## src/mirs_pkg.sv

```systemverilog
// Purpose: shared constants and types of the interrupt and reset status block
// Assumes: 8-bit register data in the low lane of a 32-bit AXI4-Lite word
// Notes: byte address of a register is four times its index
package mirs_pkg;
   localparam logic [7:0] IDX_INT_CONTROL = 8'h06;
   localparam logic [7:0] IDX_CTRL_STATUS = 8'h07;
   localparam logic [7:0] IDX_INT_FLAG = 8'h08;
   localparam logic [7:0] IDX_STATUS = 8'h09;
   localparam logic [7:0] ADDR_INT_CONTROL = {IDX_INT_CONTROL[5:0], 2'b00};
   localparam logic [7:0] ADDR_CTRL_STATUS = {IDX_CTRL_STATUS[5:0], 2'b00};
   localparam logic [7:0] ADDR_INT_FLAG = {IDX_INT_FLAG[5:0], 2'b00};
   localparam logic [7:0] ADDR_STATUS = {IDX_STATUS[5:0], 2'b00};
   localparam int CS_PULLUP = 7;
   localparam int CS_SLEEP_EN = 5;
   localparam int CS_SLEEP_MODE = 4;
   localparam int CS_WDT_FLAG = 3;
   localparam int CS_PIN_FLAG = 1;
   localparam int CS_POR_FLAG = 0;
   localparam int IC_EXTERNAL_INTERRUPT_ONE_EN = 7;
   localparam int IC_EXTERNAL_INTERRUPT_ZERO_EN = 6;
   localparam int IC_LOWLVL_EN = 5;
   localparam int IC_TOV_EN = 4;
   localparam int IC_SENSE1_LSB = 2;
   localparam int IC_SENSE0_LSB = 0;
   localparam int IF_EXTERNAL_INTERRUPT_ONE = 7;
   localparam int IF_EXTERNAL_INTERRUPT_ZERO = 6;
   localparam int IF_TOV = 4;
   localparam int ST_GIE = 7;
   localparam logic [7:0] IC_RESET = 8'h00;
   localparam logic [1:0] RESP_OKAY = 2'b00;
   localparam logic [1:0] RESP_SLVERR = 2'b10;
   localparam logic [3:0] RESP_CYCLES = 4'h4;
   localparam logic [3:0] SLEEP_EXTRA_CYCLES = 4'h4;
   localparam logic [3:0] RETURN_FROM_INTERRUPT_CYCLES = 4'h4;
   localparam logic [3:0] LOAD_RESP = RESP_CYCLES - 4'h1;
   localparam logic [3:0] LOAD_RESP_SLEEP = LOAD_RESP + SLEEP_EXTRA_CYCLES;
   localparam logic [3:0] LOAD_RETURN_FROM_INTERRUPT = RETURN_FROM_INTERRUPT_CYCLES - 4'h1;
   localparam int NUM_SRC = 5;
   localparam logic [2:0] SRC_EXTERNAL_INTERRUPT_ZERO = 3'h0;
   localparam logic [2:0] SRC_EXTERNAL_INTERRUPT_ONE = 3'h1;
   localparam logic [2:0] SRC_LOWLVL = 3'h2;
   localparam logic [2:0] SRC_TOV = 3'h3;
   localparam logic [2:0] SRC_COMP = 3'h4;
   localparam logic [9:0] VEC_RESET = 10'h000;
   typedef enum logic [1:0] {SENSE_LOW = 2'b00, SENSE_ANY = 2'b01,
      SENSE_FALL = 2'b10, SENSE_RISE = 2'b11} mirs_sense_t;
   typedef enum logic [1:0] {SEQ_IDLE = 2'b00, SEQ_RESP = 2'b01,
      SEQ_RETURN_FROM_INTERRUPT = 2'b10, SEQ_HOLD = 2'b11} mirs_seq_t;
endpackage

```

## src/mirs_top.sv

```systemverilog
// Purpose: interrupt controller with MCU control and status register
// Assumes: AXI4-Lite register access, CPU gives instruction boundaries
// Notes: aresetn acts as the power-on reset of this block
// Notes on behaviour
// - pull-up bit one turns on the pull-ups of Port B pins free of special functions, zero turns them all off
// - a Port B pin used by a special function never gets its pull-up
// - sleep instruction sleeps only while sleep enable is set
// - sleep mode select zero means idle, one means power-down
// - watchdog flag set by watchdog reset, cleared by power-on or zero write
// - pin reset flag set by pin reset, cleared by power-on or zero write
// - power-on flag set by power-on, cleared only by writing zero
// - bits six and two of control status always read zero
// - serve a source only when own enable and global enable are set; the comparator request has no own enable here, only global
// - vectors one to five in fixed order, lower address wins
// - taking an interrupt clears global enable; software may set it again
// - vectoring clears the causing flag; writing one clears some flags
// - flags raised while disabled stay pending until enabled or cleared
// - level interrupt has no flag, pending only while pin is low
// - status register is never saved or restored by hardware
// - response takes four cycles pushing the pc, then the vector runs
// - a multi-cycle instruction finishes before an interrupt is taken
// - response is four cycles longer when taken from sleep
// - return takes four cycles, sets global enable, one instruction follows
// - external interrupt fires from its pin even when driven as output
// - enabled level interrupt requests while its pin is held low
// - low-level request from any Port B pin not used by special functions
// - sense bits pick low level, any change, falling or rising edge
// - pins are sampled first; edges longer than one clock are caught
//
// Decided for this implementation: the AXI4-Lite register port.
`timescale 1ns/1ns
`default_nettype none
module mirs_top
(
   input wire logic aclk,
   input wire logic aresetn,
   input wire logic awvalid,
   output logic awready,
   input wire logic [7:0] awaddr,
   input wire logic wvalid,
   output logic wready,
   input wire logic [31:0] wdata,
   input wire logic [3:0] wstrb,
   output logic bvalid,
   input wire logic bready,
   output logic [1:0] bresp,
   input wire logic arvalid,
   output logic arready,
   input wire logic [7:0] araddr,
   output logic rvalid,
   input wire logic rready,
   output logic [31:0] rdata,
   output logic [1:0] rresp,
   input wire logic ext_external_interrupt_zero_pin,
   input wire logic ext_external_interrupt_one_pin,
   input wire logic [7:0] portb_pins,
   input wire logic [7:0] portb_special,
   input wire logic timer_zero_overflow,
   input wire logic comparator_interrupt,
   input wire logic wdt_reset_event,
   input wire logic pin_reset_event,
   input wire logic cpu_boundary,
   input wire logic cpu_asleep,
   input wire logic cpu_return_from_interrupt,
   input wire logic cpu_sleep_instr,
   output logic [7:0] portb_pullup_en,
   output logic sleep_enter,
   output logic sleep_mode_select,
   output logic irq_push_pc,
   output logic irq_pop_pc,
   output logic irq_vector_valid,
   output logic [9:0] irq_vector,
   output logic irq_wake
);
   import mirs_pkg::*;

   logic aw_held_ff;
   logic w_held_ff;
   logic [7:0] awaddr_ff;
   logic [7:0] wdata_ff;
   logic wstrb_ff;
   logic bvalid_ff;
   logic [1:0] bresp_ff;
   logic rvalid_ff;
   logic [31:0] rdata_ff;
   logic [1:0] rresp_ff;
   logic do_write;
   logic wr_ic;
   logic wr_cs;
   logic wr_if;
   logic wr_st;
   logic wr_hit;
   logic [7:0] ic_ff;
   logic pullup_bit_ff;
   logic sleep_en_ff;
   logic sleep_mode_ff;
   logic wdt_flag_ff;
   logic pin_flag_ff;
   logic por_flag_ff;
   logic tov_ff;
   logic gie_ff;
   logic [7:0] pullup_ff;
   logic [7:0] cs_read;
   logic [7:0] if_read;
   logic [7:0] rd_val;
   logic rd_hit;
   logic external_interrupt_zero_flag;
   logic external_interrupt_one_flag;
   logic external_interrupt_zero_req;
   logic external_interrupt_one_req;
   logic external_interrupt_zero_clr;
   logic external_interrupt_one_clr;
   logic low_level;
   logic [NUM_SRC-1:0] req;
   logic req_any;
   logic [2:0] req_src;
   mirs_seq_t state_ff;
   mirs_seq_t nxt_state;
   logic [3:0] cnt_ff;
   logic [2:0] src_ff;
   logic [9:0] vector_ff;
   logic accept;
   logic vector_fire;
   logic return_from_interrupt_done;

   // write channel: address and data taken in either order
   assign awready = ~aw_held_ff & ~bvalid_ff;
   assign wready = ~w_held_ff & ~bvalid_ff;
   assign do_write = aw_held_ff & w_held_ff & ~bvalid_ff;
   assign wr_hit = (awaddr_ff == ADDR_INT_CONTROL)
      | (awaddr_ff == ADDR_CTRL_STATUS) | (awaddr_ff == ADDR_INT_FLAG)
      | (awaddr_ff == ADDR_STATUS);
   assign wr_ic = do_write & wstrb_ff & (awaddr_ff == ADDR_INT_CONTROL);
   assign wr_cs = do_write & wstrb_ff & (awaddr_ff == ADDR_CTRL_STATUS);
   assign wr_if = do_write & wstrb_ff & (awaddr_ff == ADDR_INT_FLAG);
   assign wr_st = do_write & wstrb_ff & (awaddr_ff == ADDR_STATUS);

   always_ff @(posedge aclk)
   begin
      if (!aresetn)
      begin
         aw_held_ff <= 1'b0;
         awaddr_ff <= 8'h00;
      end
      else if (awvalid && awready)
      begin
         aw_held_ff <= 1'b1;
         awaddr_ff <= {awaddr[7:2], 2'b00};
      end
      else if (do_write)
         aw_held_ff <= 1'b0;
   end

   always_ff @(posedge aclk)
   begin
      if (!aresetn)
      begin
         w_held_ff <= 1'b0;
         wdata_ff <= 8'h00;
         wstrb_ff <= 1'b0;
      end
      else if (wvalid && wready)
      begin
         w_held_ff <= 1'b1;
         wdata_ff <= wdata[7:0];
         wstrb_ff <= wstrb[0];
      end
      else if (do_write)
         w_held_ff <= 1'b0;
   end

   always_ff @(posedge aclk)
   begin
      if (!aresetn)
      begin
         bvalid_ff <= 1'b0;
         bresp_ff <= RESP_OKAY;
      end
      else if (do_write)
      begin
         bvalid_ff <= 1'b1;
         bresp_ff <= wr_hit ? RESP_OKAY : RESP_SLVERR;
      end
      else if (bready)
         bvalid_ff <= 1'b0;
   end

   assign bvalid = bvalid_ff;
   assign bresp = bresp_ff;

   // read channel: one read at a time, no read side effects
   assign cs_read = {pullup_bit_ff, 1'b0, sleep_en_ff, sleep_mode_ff,
      wdt_flag_ff, 1'b0, pin_flag_ff, por_flag_ff};
   assign if_read = {external_interrupt_one_flag, external_interrupt_zero_flag, 1'b0, tov_ff, 4'h0};

   always_comb
   begin
      rd_hit = 1'b1;
      unique case (araddr[7:2])
         ADDR_INT_CONTROL[7:2]: rd_val = ic_ff;
         ADDR_CTRL_STATUS[7:2]: rd_val = cs_read;
         ADDR_INT_FLAG[7:2]: rd_val = if_read;
         ADDR_STATUS[7:2]: rd_val = {gie_ff, 7'h00};
         default:
         begin
            rd_val = 8'h00;
            rd_hit = 1'b0;
         end
      endcase
   end

   assign arready = ~rvalid_ff;

   always_ff @(posedge aclk)
   begin
      if (!aresetn)
      begin
         rvalid_ff <= 1'b0;
         rdata_ff <= 32'h0000_0000;
         rresp_ff <= RESP_OKAY;
      end
      else if (arvalid && arready)
      begin
         rvalid_ff <= 1'b1;
         rdata_ff <= {24'h00_0000, rd_val};
         rresp_ff <= rd_hit ? RESP_OKAY : RESP_SLVERR;
      end
      else if (rready)
         rvalid_ff <= 1'b0;
   end

   assign rvalid = rvalid_ff;
   assign rdata = rdata_ff;
   assign rresp = rresp_ff;

   // control bits of the control status register
   always_ff @(posedge aclk)
   begin
      if (!aresetn)
      begin
         pullup_bit_ff <= 1'b0;
         sleep_en_ff <= 1'b0;
         sleep_mode_ff <= 1'b0;
      end
      else if (wr_cs)
      begin
         pullup_bit_ff <= wdata_ff[CS_PULLUP];
         sleep_en_ff <= wdata_ff[CS_SLEEP_EN];
         sleep_mode_ff <= wdata_ff[CS_SLEEP_MODE];
      end
   end

   // reset cause flags: set wins over a zero write
   always_ff @(posedge aclk)
   begin
      if (!aresetn)
      begin
         wdt_flag_ff <= 1'b0;
         pin_flag_ff <= 1'b0;
         por_flag_ff <= 1'b1;
      end
      else
      begin
         if (wdt_reset_event)
            wdt_flag_ff <= 1'b1;
         else if (wr_cs && !wdata_ff[CS_WDT_FLAG])
            wdt_flag_ff <= 1'b0;
         if (pin_reset_event)
            pin_flag_ff <= 1'b1;
         else if (wr_cs && !wdata_ff[CS_PIN_FLAG])
            pin_flag_ff <= 1'b0;
         if (wr_cs && !wdata_ff[CS_POR_FLAG])
            por_flag_ff <= 1'b0;
      end
   end

   // pull-ups off on pins taken by special functions
   always_ff @(posedge aclk)
   begin
      if (!aresetn)
         pullup_ff <= 8'h00;
      else
         pullup_ff <= {8{pullup_bit_ff}} & ~portb_special;
   end

   assign portb_pullup_en = pullup_ff;
   assign sleep_enter = cpu_sleep_instr & sleep_en_ff;
   assign sleep_mode_select = sleep_mode_ff;

   always_ff @(posedge aclk)
   begin
      if (!aresetn)
         ic_ff <= IC_RESET;
      else if (wr_ic)
         ic_ff <= wdata_ff;
   end

   // timer overflow flag: hardware set wins over any clear
   always_ff @(posedge aclk)
   begin
      if (!aresetn)
         tov_ff <= 1'b0;
      else if (timer_zero_overflow)
         tov_ff <= 1'b1;
      else if ((wr_if && wdata_ff[IF_TOV])
         || (vector_fire && src_ff == SRC_TOV))
         tov_ff <= 1'b0;
   end

   assign external_interrupt_zero_clr = (wr_if & wdata_ff[IF_EXTERNAL_INTERRUPT_ZERO])
      | (vector_fire & (src_ff == SRC_EXTERNAL_INTERRUPT_ZERO));
   assign external_interrupt_one_clr = (wr_if & wdata_ff[IF_EXTERNAL_INTERRUPT_ONE])
      | (vector_fire & (src_ff == SRC_EXTERNAL_INTERRUPT_ONE));

   mirs_extint u_external_interrupt_zero (
      .aclk(aclk),
      .aresetn(aresetn),
      .pin(ext_external_interrupt_zero_pin),
      .sense(mirs_sense_t'(ic_ff[IC_SENSE0_LSB+:2])),
      .flag_clear(external_interrupt_zero_clr),
      .flag(external_interrupt_zero_flag),
      .request(external_interrupt_zero_req)
   );

   mirs_extint u_external_interrupt_one (
      .aclk(aclk),
      .aresetn(aresetn),
      .pin(ext_external_interrupt_one_pin),
      .sense(mirs_sense_t'(ic_ff[IC_SENSE1_LSB+:2])),
      .flag_clear(external_interrupt_one_clr),
      .flag(external_interrupt_one_flag),
      .request(external_interrupt_one_req)
   );

   assign low_level = |(~portb_pins & ~portb_special);
   assign req[SRC_EXTERNAL_INTERRUPT_ZERO] = external_interrupt_zero_req & ic_ff[IC_EXTERNAL_INTERRUPT_ZERO_EN];
   assign req[SRC_EXTERNAL_INTERRUPT_ONE] = external_interrupt_one_req & ic_ff[IC_EXTERNAL_INTERRUPT_ONE_EN];
   assign req[SRC_LOWLVL] = low_level & ic_ff[IC_LOWLVL_EN];
   assign req[SRC_TOV] = tov_ff & ic_ff[IC_TOV_EN];
   assign req[SRC_COMP] = comparator_interrupt;

   mirs_prio u_prio (
      .req(req),
      .any(req_any),
      .src(req_src)
   );

   // taken only at an instruction end or from sleep
   assign accept = (state_ff == SEQ_IDLE) & gie_ff & req_any & ~cpu_return_from_interrupt
      & (cpu_boundary | cpu_asleep);
   assign vector_fire = (state_ff == SEQ_RESP) & (cnt_ff == 4'h0);
   assign return_from_interrupt_done = (state_ff == SEQ_RETURN_FROM_INTERRUPT) & (cnt_ff == 4'h0);

   always_comb
   begin
      nxt_state = state_ff;
      unique case (state_ff)
         SEQ_IDLE:
         begin
            if (cpu_return_from_interrupt)
               nxt_state = SEQ_RETURN_FROM_INTERRUPT;
            else if (accept)
               nxt_state = SEQ_RESP;
         end
         SEQ_RESP:
         begin
            if (vector_fire)
               nxt_state = SEQ_IDLE;
         end
         SEQ_RETURN_FROM_INTERRUPT:
         begin
            if (return_from_interrupt_done)
               nxt_state = SEQ_HOLD;
         end
         SEQ_HOLD:
         begin
            if (cpu_boundary)
               nxt_state = SEQ_IDLE;
         end
      endcase
   end

   always_ff @(posedge aclk)
   begin
      if (!aresetn)
      begin
         state_ff <= SEQ_IDLE;
         cnt_ff <= 4'h0;
      end
      else
      begin
         state_ff <= nxt_state;
         if (state_ff == SEQ_IDLE && cpu_return_from_interrupt)
            cnt_ff <= LOAD_RETURN_FROM_INTERRUPT;
         else if (accept)
            cnt_ff <= cpu_asleep ? LOAD_RESP_SLEEP : LOAD_RESP;
         else if (cnt_ff != 4'h0)
            cnt_ff <= cnt_ff - 4'h1;
      end
   end

   always_ff @(posedge aclk)
   begin
      if (!aresetn)
      begin
         src_ff <= SRC_EXTERNAL_INTERRUPT_ZERO;
         vector_ff <= VEC_RESET;
      end
      else if (accept)
      begin
         src_ff <= req_src;
         vector_ff <= VEC_RESET + 10'({7'h00, req_src} + 10'h001);
      end
   end

   // global enable; status contents are left to software
   always_ff @(posedge aclk)
   begin
      if (!aresetn)
         gie_ff <= 1'b0;
      else if (accept)
         gie_ff <= 1'b0;
      else if (return_from_interrupt_done)
         gie_ff <= 1'b1;
      else if (wr_st)
         gie_ff <= wdata_ff[ST_GIE];
   end

   assign irq_push_pc = (state_ff == SEQ_RESP);
   assign irq_pop_pc = (state_ff == SEQ_RETURN_FROM_INTERRUPT);
   assign irq_vector_valid = vector_fire;
   assign irq_vector = vector_ff;
   assign irq_wake = accept & cpu_asleep;

   chk_pullup_map: assert property (@(posedge aclk) disable iff (!aresetn)
      ##1 portb_pullup_en == $past({8{pullup_bit_ff}} & ~portb_special))
      else $error("pull-up map wrong");
   chk_rsvd_zero: assert property (@(posedge aclk) disable iff (!aresetn)
      arvalid && arready && araddr[7:2] == ADDR_CTRL_STATUS[7:2]
      |=> rdata_ff[6] == 1'b0 && rdata_ff[2] == 1'b0)
      else $error("reserved bit read as one");
   chk_por_flag: assert property (@(posedge aclk) disable iff (!aresetn)
      $rose(aresetn) |-> por_flag_ff) else $error("power-on flag not set");
   chk_wdt_flag: assert property (@(posedge aclk) disable iff (!aresetn)
      wdt_reset_event |=> wdt_flag_ff) else $error("watchdog flag lost");
   chk_gie_gate: assert property (@(posedge aclk) disable iff (!aresetn)
      state_ff == SEQ_RESP && $past(state_ff) == SEQ_IDLE |-> $past(gie_ff))
      else $error("taken with global enable off");
   chk_gie_clear: assert property (@(posedge aclk) disable iff (!aresetn)
      accept |=> !gie_ff && irq_push_pc) else $error("enable not cleared");
   chk_resp_len: assert property (@(posedge aclk) disable iff (!aresetn)
      accept && !cpu_asleep |=> !irq_vector_valid [*3] ##1 irq_vector_valid)
      else $error("response not four cycles");
   chk_sleep_len: assert property (@(posedge aclk) disable iff (!aresetn)
      accept && cpu_asleep |-> ##8 irq_vector_valid)
      else $error("sleep response not eight cycles");
   chk_return_from_interrupt_len: assert property (@(posedge aclk) disable iff (!aresetn)
      state_ff == SEQ_IDLE && cpu_return_from_interrupt |=> irq_pop_pc [*4] ##1 gie_ff)
      else $error("return not four cycles");
   chk_hold_block: assert property (@(posedge aclk) disable iff (!aresetn)
      return_from_interrupt_done |=> !irq_push_pc [*2])
      else $error("no instruction after return");
   chk_prio_external_interrupt_zero: assert property (@(posedge aclk) disable iff (!aresetn)
      accept && req[SRC_EXTERNAL_INTERRUPT_ZERO] |=> src_ff == SRC_EXTERNAL_INTERRUPT_ZERO && irq_vector == 10'h001)
      else $error("priority order wrong");
   chk_tov_clear: assert property (@(posedge aclk) disable iff (!aresetn)
      vector_fire && src_ff == SRC_TOV && !timer_zero_overflow |=> !tov_ff)
      else $error("flag not cleared at vector");
endmodule
`default_nettype wire

```

## src/mirs_extint.sv

```systemverilog
// Purpose: one external interrupt pin with sense control and edge flag
// Assumes: pin is synchronous to aclk
// Notes: level mode has no flag; request follows the sampled pin
`timescale 1ns/1ns
`default_nettype none
module mirs_extint
(
   input wire logic aclk,
   input wire logic aresetn,
   input wire logic pin,
   input wire mirs_pkg::mirs_sense_t sense,
   input wire logic flag_clear,
   output logic flag,
   output logic request
);
   import mirs_pkg::*;
   logic pin_smp_ff;
   logic pin_prev_ff;
   logic flag_ff;
   logic edge_hit;

   // pin read whatever its direction
   always_ff @(posedge aclk)
   begin
      if (!aresetn)
      begin
         pin_smp_ff <= 1'b1;
         pin_prev_ff <= 1'b1;
      end
      else
      begin
         pin_smp_ff <= pin;
         pin_prev_ff <= pin_smp_ff;
      end
   end

   always_comb
   begin
      unique case (sense)
         SENSE_LOW: edge_hit = 1'b0;
         SENSE_ANY: edge_hit = pin_smp_ff ^ pin_prev_ff;
         SENSE_FALL: edge_hit = pin_prev_ff & ~pin_smp_ff;
         SENSE_RISE: edge_hit = ~pin_prev_ff & pin_smp_ff;
      endcase
   end

   always_ff @(posedge aclk)
   begin
      if (!aresetn)
         flag_ff <= 1'b0;
      else if (sense == SENSE_LOW)
         flag_ff <= 1'b0;
      else if (edge_hit)
         flag_ff <= 1'b1;
      else if (flag_clear)
         flag_ff <= 1'b0;
   end

   assign flag = flag_ff;
   assign request = (sense == SENSE_LOW) ? ~pin_smp_ff : flag_ff;

   chk_level_no_flag: assert property (@(posedge aclk) disable iff (!aresetn)
      sense == SENSE_LOW |=> !flag_ff) else $error("level mode left a flag");
   chk_level_request: assert property (@(posedge aclk) disable iff (!aresetn)
      (sense == SENSE_LOW && !pin) ##1 (sense == SENSE_LOW) |-> request)
      else $error("low level not requesting");
   chk_fall_flag: assert property (@(posedge aclk) disable iff (!aresetn)
      ($fell(pin) && sense == SENSE_FALL) ##1 (sense == SENSE_FALL) |=> flag_ff)
      else $error("falling edge lost");
endmodule
`default_nettype wire

```

## src/mirs_prio.sv

```systemverilog
// Purpose: fixed priority pick among pending enabled sources
// Assumes: bit 0 is the highest priority source
// Notes: lowest index wins
`timescale 1ns/1ns
`default_nettype none
module mirs_prio
(
   input wire logic [mirs_pkg::NUM_SRC-1:0] req,
   output logic any,
   output logic [2:0] src
);
   import mirs_pkg::*;
   always_comb
   begin
      any = |req;
      src = SRC_EXTERNAL_INTERRUPT_ZERO;
      for (int i = NUM_SRC - 1; i >= 0; i--)
      begin
         if (req[i])
            src = 3'(i);
      end
   end
endmodule
`default_nettype wire

```

## config.mk

```make
export PLATFORM = sky130hd
export DESIGN_NAME = mirs_top
export DESIGN_NICKNAME = d
export VERILOG_FILES = /design/src/mirs_pkg.sv /design/src/mirs_top.sv /design/src/mirs_extint.sv /design/src/mirs_prio.sv
export SDC_FILE = /design/constraint.sdc
export NUM_CORES = 1
export LEC_CHECK = 0
export BUFFER_PORTS_ARGS = -buffer_cell sky130_fd_sc_hd__buf_4
export CAP_MARGIN = 40
export CORE_MARGIN = 2
export CORE_UTILIZATION = 51
export CTS_CLUSTER_DIAMETER = 200
export CTS_CLUSTER_SIZE = 24
export DETAILED_ROUTE_END_ITERATION = 16
export HOLD_SLACK_MARGIN = 0.02
export PLACE_DENSITY = 0.85
export SETUP_SLACK_MARGIN = 0.3
export SYNTH_ARGS = -nofsm -noshare
export SYNTH_HDL_FRONTEND = slang
export SYNTH_HIERARCHICAL = 1
export SYNTH_SLANG_ARGS = --single-unit
```

## constraint.sdc

```tcl
create_clock -name aclk -period 3.2 [get_ports aclk]
set_clock_uncertainty 0.1 [all_clocks]
set_input_delay 0 -clock aclk [delete_from_list [all_inputs] [get_ports aclk]]
set_output_delay 0 -clock aclk [all_outputs]
set_load 0.05 [all_outputs]
```

==> run_results.csv <==
group,metric,value,unit
status,status,"finished clean",
global_route,grt_pass1_wl,13.54,mm
detailed_routing,drt_iter0_markers,147,
logic_synthesis,synth-main-ff-cell,"dfxtp_1",
logic_synthesis,async_flop_share,0,%
logic_synthesis,synth-seq-area-share,42.64,%
logic_synthesis,synth_top_area_share,42.64,%
global_route,antenna_found_initial,0,
critical_path,crit_start,"ic_ff[1]",
cts,cts_max_level,3,
logic_synthesis,synth_area_leaders,"dfxtp_1 (43%), mux2i_1 (7.1%), buf_4 (7.1%)",
cts,cts_tree,"built",
critical_path,cp_max_fo,9,
finish,drive_gt1_share,23.83,%
finish,final_common_cell,"buf_4",
critical_path,rr_worst_depth,11,
critical_path,start_kind,"register",
global_route,grt_max_degree,29,
power_and_ir_drop,power.internal,1.538,mW
detailed_routing,vias_per_cell,5.109,
place,place_congestion,0.7636,
floorplan,num_io_pins,150,
floorplan,die_w,85.42,um
power_and_ir_drop,switchingPower,705.8,uW
finish,multi_input_area,0.001708,mm^2
floorplan,start_util,52.94,%
power_and_ir_drop,p_leak,2.111,nW
timing,worst_pin_slew,0.8459,ns
floorplan,die_area,0.007297,mm^2
place,dpl.hpwl,5.503,mm
cts,numCtsBuffers,9,
timing,fmax,360.8,MHz
timing,fin_crit_sh,86.62,%
global_route,overflow,0,
timing,tns,0,ns
detailed_routing,drt_wl_total,8.339,mm
timing,period_needed,2.772,ns
logic_synthesis,synth-seq-cells,72,
logic_synthesis,yosys.area.top_type,"dfxtp_1",
detailed_routing,antenna_left,0,
power_and_ir_drop,clkPwrFrac,28.8,%
cts,numClockSinks,72,
timing,maxSlewViolCount,0,
critical_path,setup.worst_path.end,"cnt_ff[2]",
cts,clockBufferDepth,2,
finish,diodes,0,
job,max_cap_violations,0,
power_and_ir_drop,combPwrFrac,26.2,%
finish,area.sequential,0.001446,mm^2
logic_synthesis,syn_avg_cell_area,8.873,um^2
timing,finalSetupViolCount,0,
cts,clock_latency,0.34,ns
detailed_routing,route.detailed.drc,0,
place,placed_area,0.003959,mm^2
critical_path,cp.required,3.33,ns
timing,slew_headroom,43.54,%
critical_path,worstSetupPathType,"reg -> reg",
global_route,first_global_vias,2923,
power_and_ir_drop,vdd_ir_drop_max,0.3682,mV
place,port_buffers,86,
cts,clkTransAtPathRegs,0.07,ns
hold_path,hp-class,"in -> reg",
critical_path,crit_arrival,2.90,ns
logic_synthesis,yosys_warnings,6,
power_and_ir_drop,switching_share,31.46,%
cts,cts_root_buf,"clkbuf_8",
global_route,gr-usage-all-layers,23.64,%
timing,hold_viol,0,
critical_path,r2r_end,"cnt_ff[2]",
floorplan,die_h,85.42,um
floorplan,core_area,0.006386,mm^2
finish,final_area,0.004554,mm^2
logic_synthesis,netlist_instances,381,
floorplan,rows,29,
power_and_ir_drop,power_frac_seq,45.1,%
detailed_routing,vias,3009,
finish,fill_cells,465,
finish,syn_to_final_growth,34.72,%
finish,mostFrequentLayoutCells,"buf_4 (89), dfxtp_1 (68), nor2_1 (50)",
detailed_routing,first_pass_iters,4,
logic_synthesis,syn_area,0.003381,mm^2
power_and_ir_drop,power_density,492.7,mW/mm^2
timing,rsz0062_at_grt,"no",
critical_path,reg2reg_from,"ic_ff[1]",
finish,fin_nets,601,
logic_synthesis,ys_types,52,
critical_path,critPathCaptureType,"register",
detailed_routing,detail_route.wl_per_cell,14.16,um
critical_path,regToRegSetupSlack,0.43,ns
logic_synthesis,synth_edf_count,0,
-- worst max-delay path: stages (launching register included) --
cell	delay (ns)
dfxtp_2	0.34
nor2_1	0.14
a21oi_1	0.10
and2_1	0.19
nor4_2	0.36
nand2b_1	0.12
nand2_1	0.13
nor4_4	0.07
buf_4	0.18
and2_1	0.17
o211a_1	0.22
dlygate4sd3_1	0.55
-- worst min path at each step --
stage	slack, ns	startpoint	to	cells after the start
finish	0.02	cpu_asleep	irq_vector[0]	4
global route	0.06	cpu_asleep	irq_vector[0]	4
CTS	0.04	comparator_interrupt	src_ff[2]	4
detailed placement	0.07	portb_special[6]	portb_pullup_en[6]	2
global placement	0.07	portb_special[4]	portb_pullup_en[4]	2
floorplan	-0.03	aresetn	u_external_interrupt_one/pin_prev_ff	1
-- timing repair --
action / CTS / global route
setup buffers: 0 / 1
endpoints found under the hold margin: 51 / 0
gates resized for setup: 0 / 4
endpoints found under the setup margin: 0 / 1
hold buffers: 41 / 0
-- through the flow --
stage	power [mW]	std cells	hold WS, ns	utilization (%)	setup WS (ns)
finish	2.244	589	0.02025	71.32	0.4283
global route	2.352	589	0.05681	71.32	0.3432
CTS	2.249	588	0.03738	71.12	0.3607
detailed placement	1.564	533	0.07334	61.99	0.8906
global placement	1.544	533	0.06959	61.99	0.9629
floorplan	1.452	412	-0.03111	-	0.8733
-- sequential cells by signal, indices dropped and copies added (netlist names), 2 cells and up --
name and flops:
wdata_ff 8, rdata 8, state_ff 2, portb_pullup_en 8, awaddr_ff 6, ic_ff 8
src_ff 3, cnt_ff 4, irq_vector 4
-- power groups by stage --
stage	sequential, mW	combinational, mW	clock (mW)
after CTS	1.01	0.583	0.656
after detailed placement	1.03	0.534	0
after floorplan	1.03	0.418	0
final	1.01	0.587	0.645
after global routing	1.02	0.639	0.694
after global placement	1.03	0.518	0
-- synth_stat cells (3+ instances only) --
cell type,instances
a21oi_1,26
nor2_1,50
ha_1,7
clkbuf_1,7
mux2i_1,24
o22ai_1,4
nor2b_1,4
o21a_1,3
nand2b_1,10
xnor2_1,3
o21ai_0,10
nand3_1,5
a211oi_2,3
dfxtp_1,72
inv_1,14
mux2_2,6
buf_4,32
nor3_1,7
and2_1,9
a211oi_1,4
nand2_1,38
-- cells by family (layout without fill, tap and decap cells) --
| kind of cell | Yosys count | in the layout | share of synthesized area (%) |
|---|---|---|---|
| AO/OA/AOI/OAI | 65 | 65 | 12.58 |
| XOR/XNOR | 3 | 3 | 0.7773 |
| adder cells (fa/ha/maj) | 7 | 7 | 2.591 |
| buffers and inverters | 58 | 158 | 10.29 |
| flip-flops | 72 | 72 | 42.64 |
| multiplexers | 30 | 30 | 9.104 |
| other | 1 | 32 | 0.1109 |
| AND/OR/NAND/NOR | 145 | 145 | 21.91 |
-- per-layer routing --
| metal | share of wire, % | vias to the layer above | global-route usage (%) | wire, um |
|---|---|---|---|---|
| met4 | 2.8 | 0 | 11.26 | 236 |
| met3 | 6.6 | 23 | 4.669 | 550 |
| met1 | 41 | 1375 | 27.94 | 3424 |
| met5 | 0 | - | 0 | 0 |
| li1 | - | 1487 | - | - |
| met2 | 49 | 124 | 40.98 | 4127 |
-- area by class of cell --
cell class                      instances  share of cell area, %
Timing Repair Buffer                  130                  23.68
Inverter                               14                  1.154
Tap cell                               77                  2.115
Sequential cell                        72                  31.76
Multi-Input combinational cell        282                  37.50
Clock buffer                           14                  3.791
Note: power is estimated with default switching activity, not from simulation.
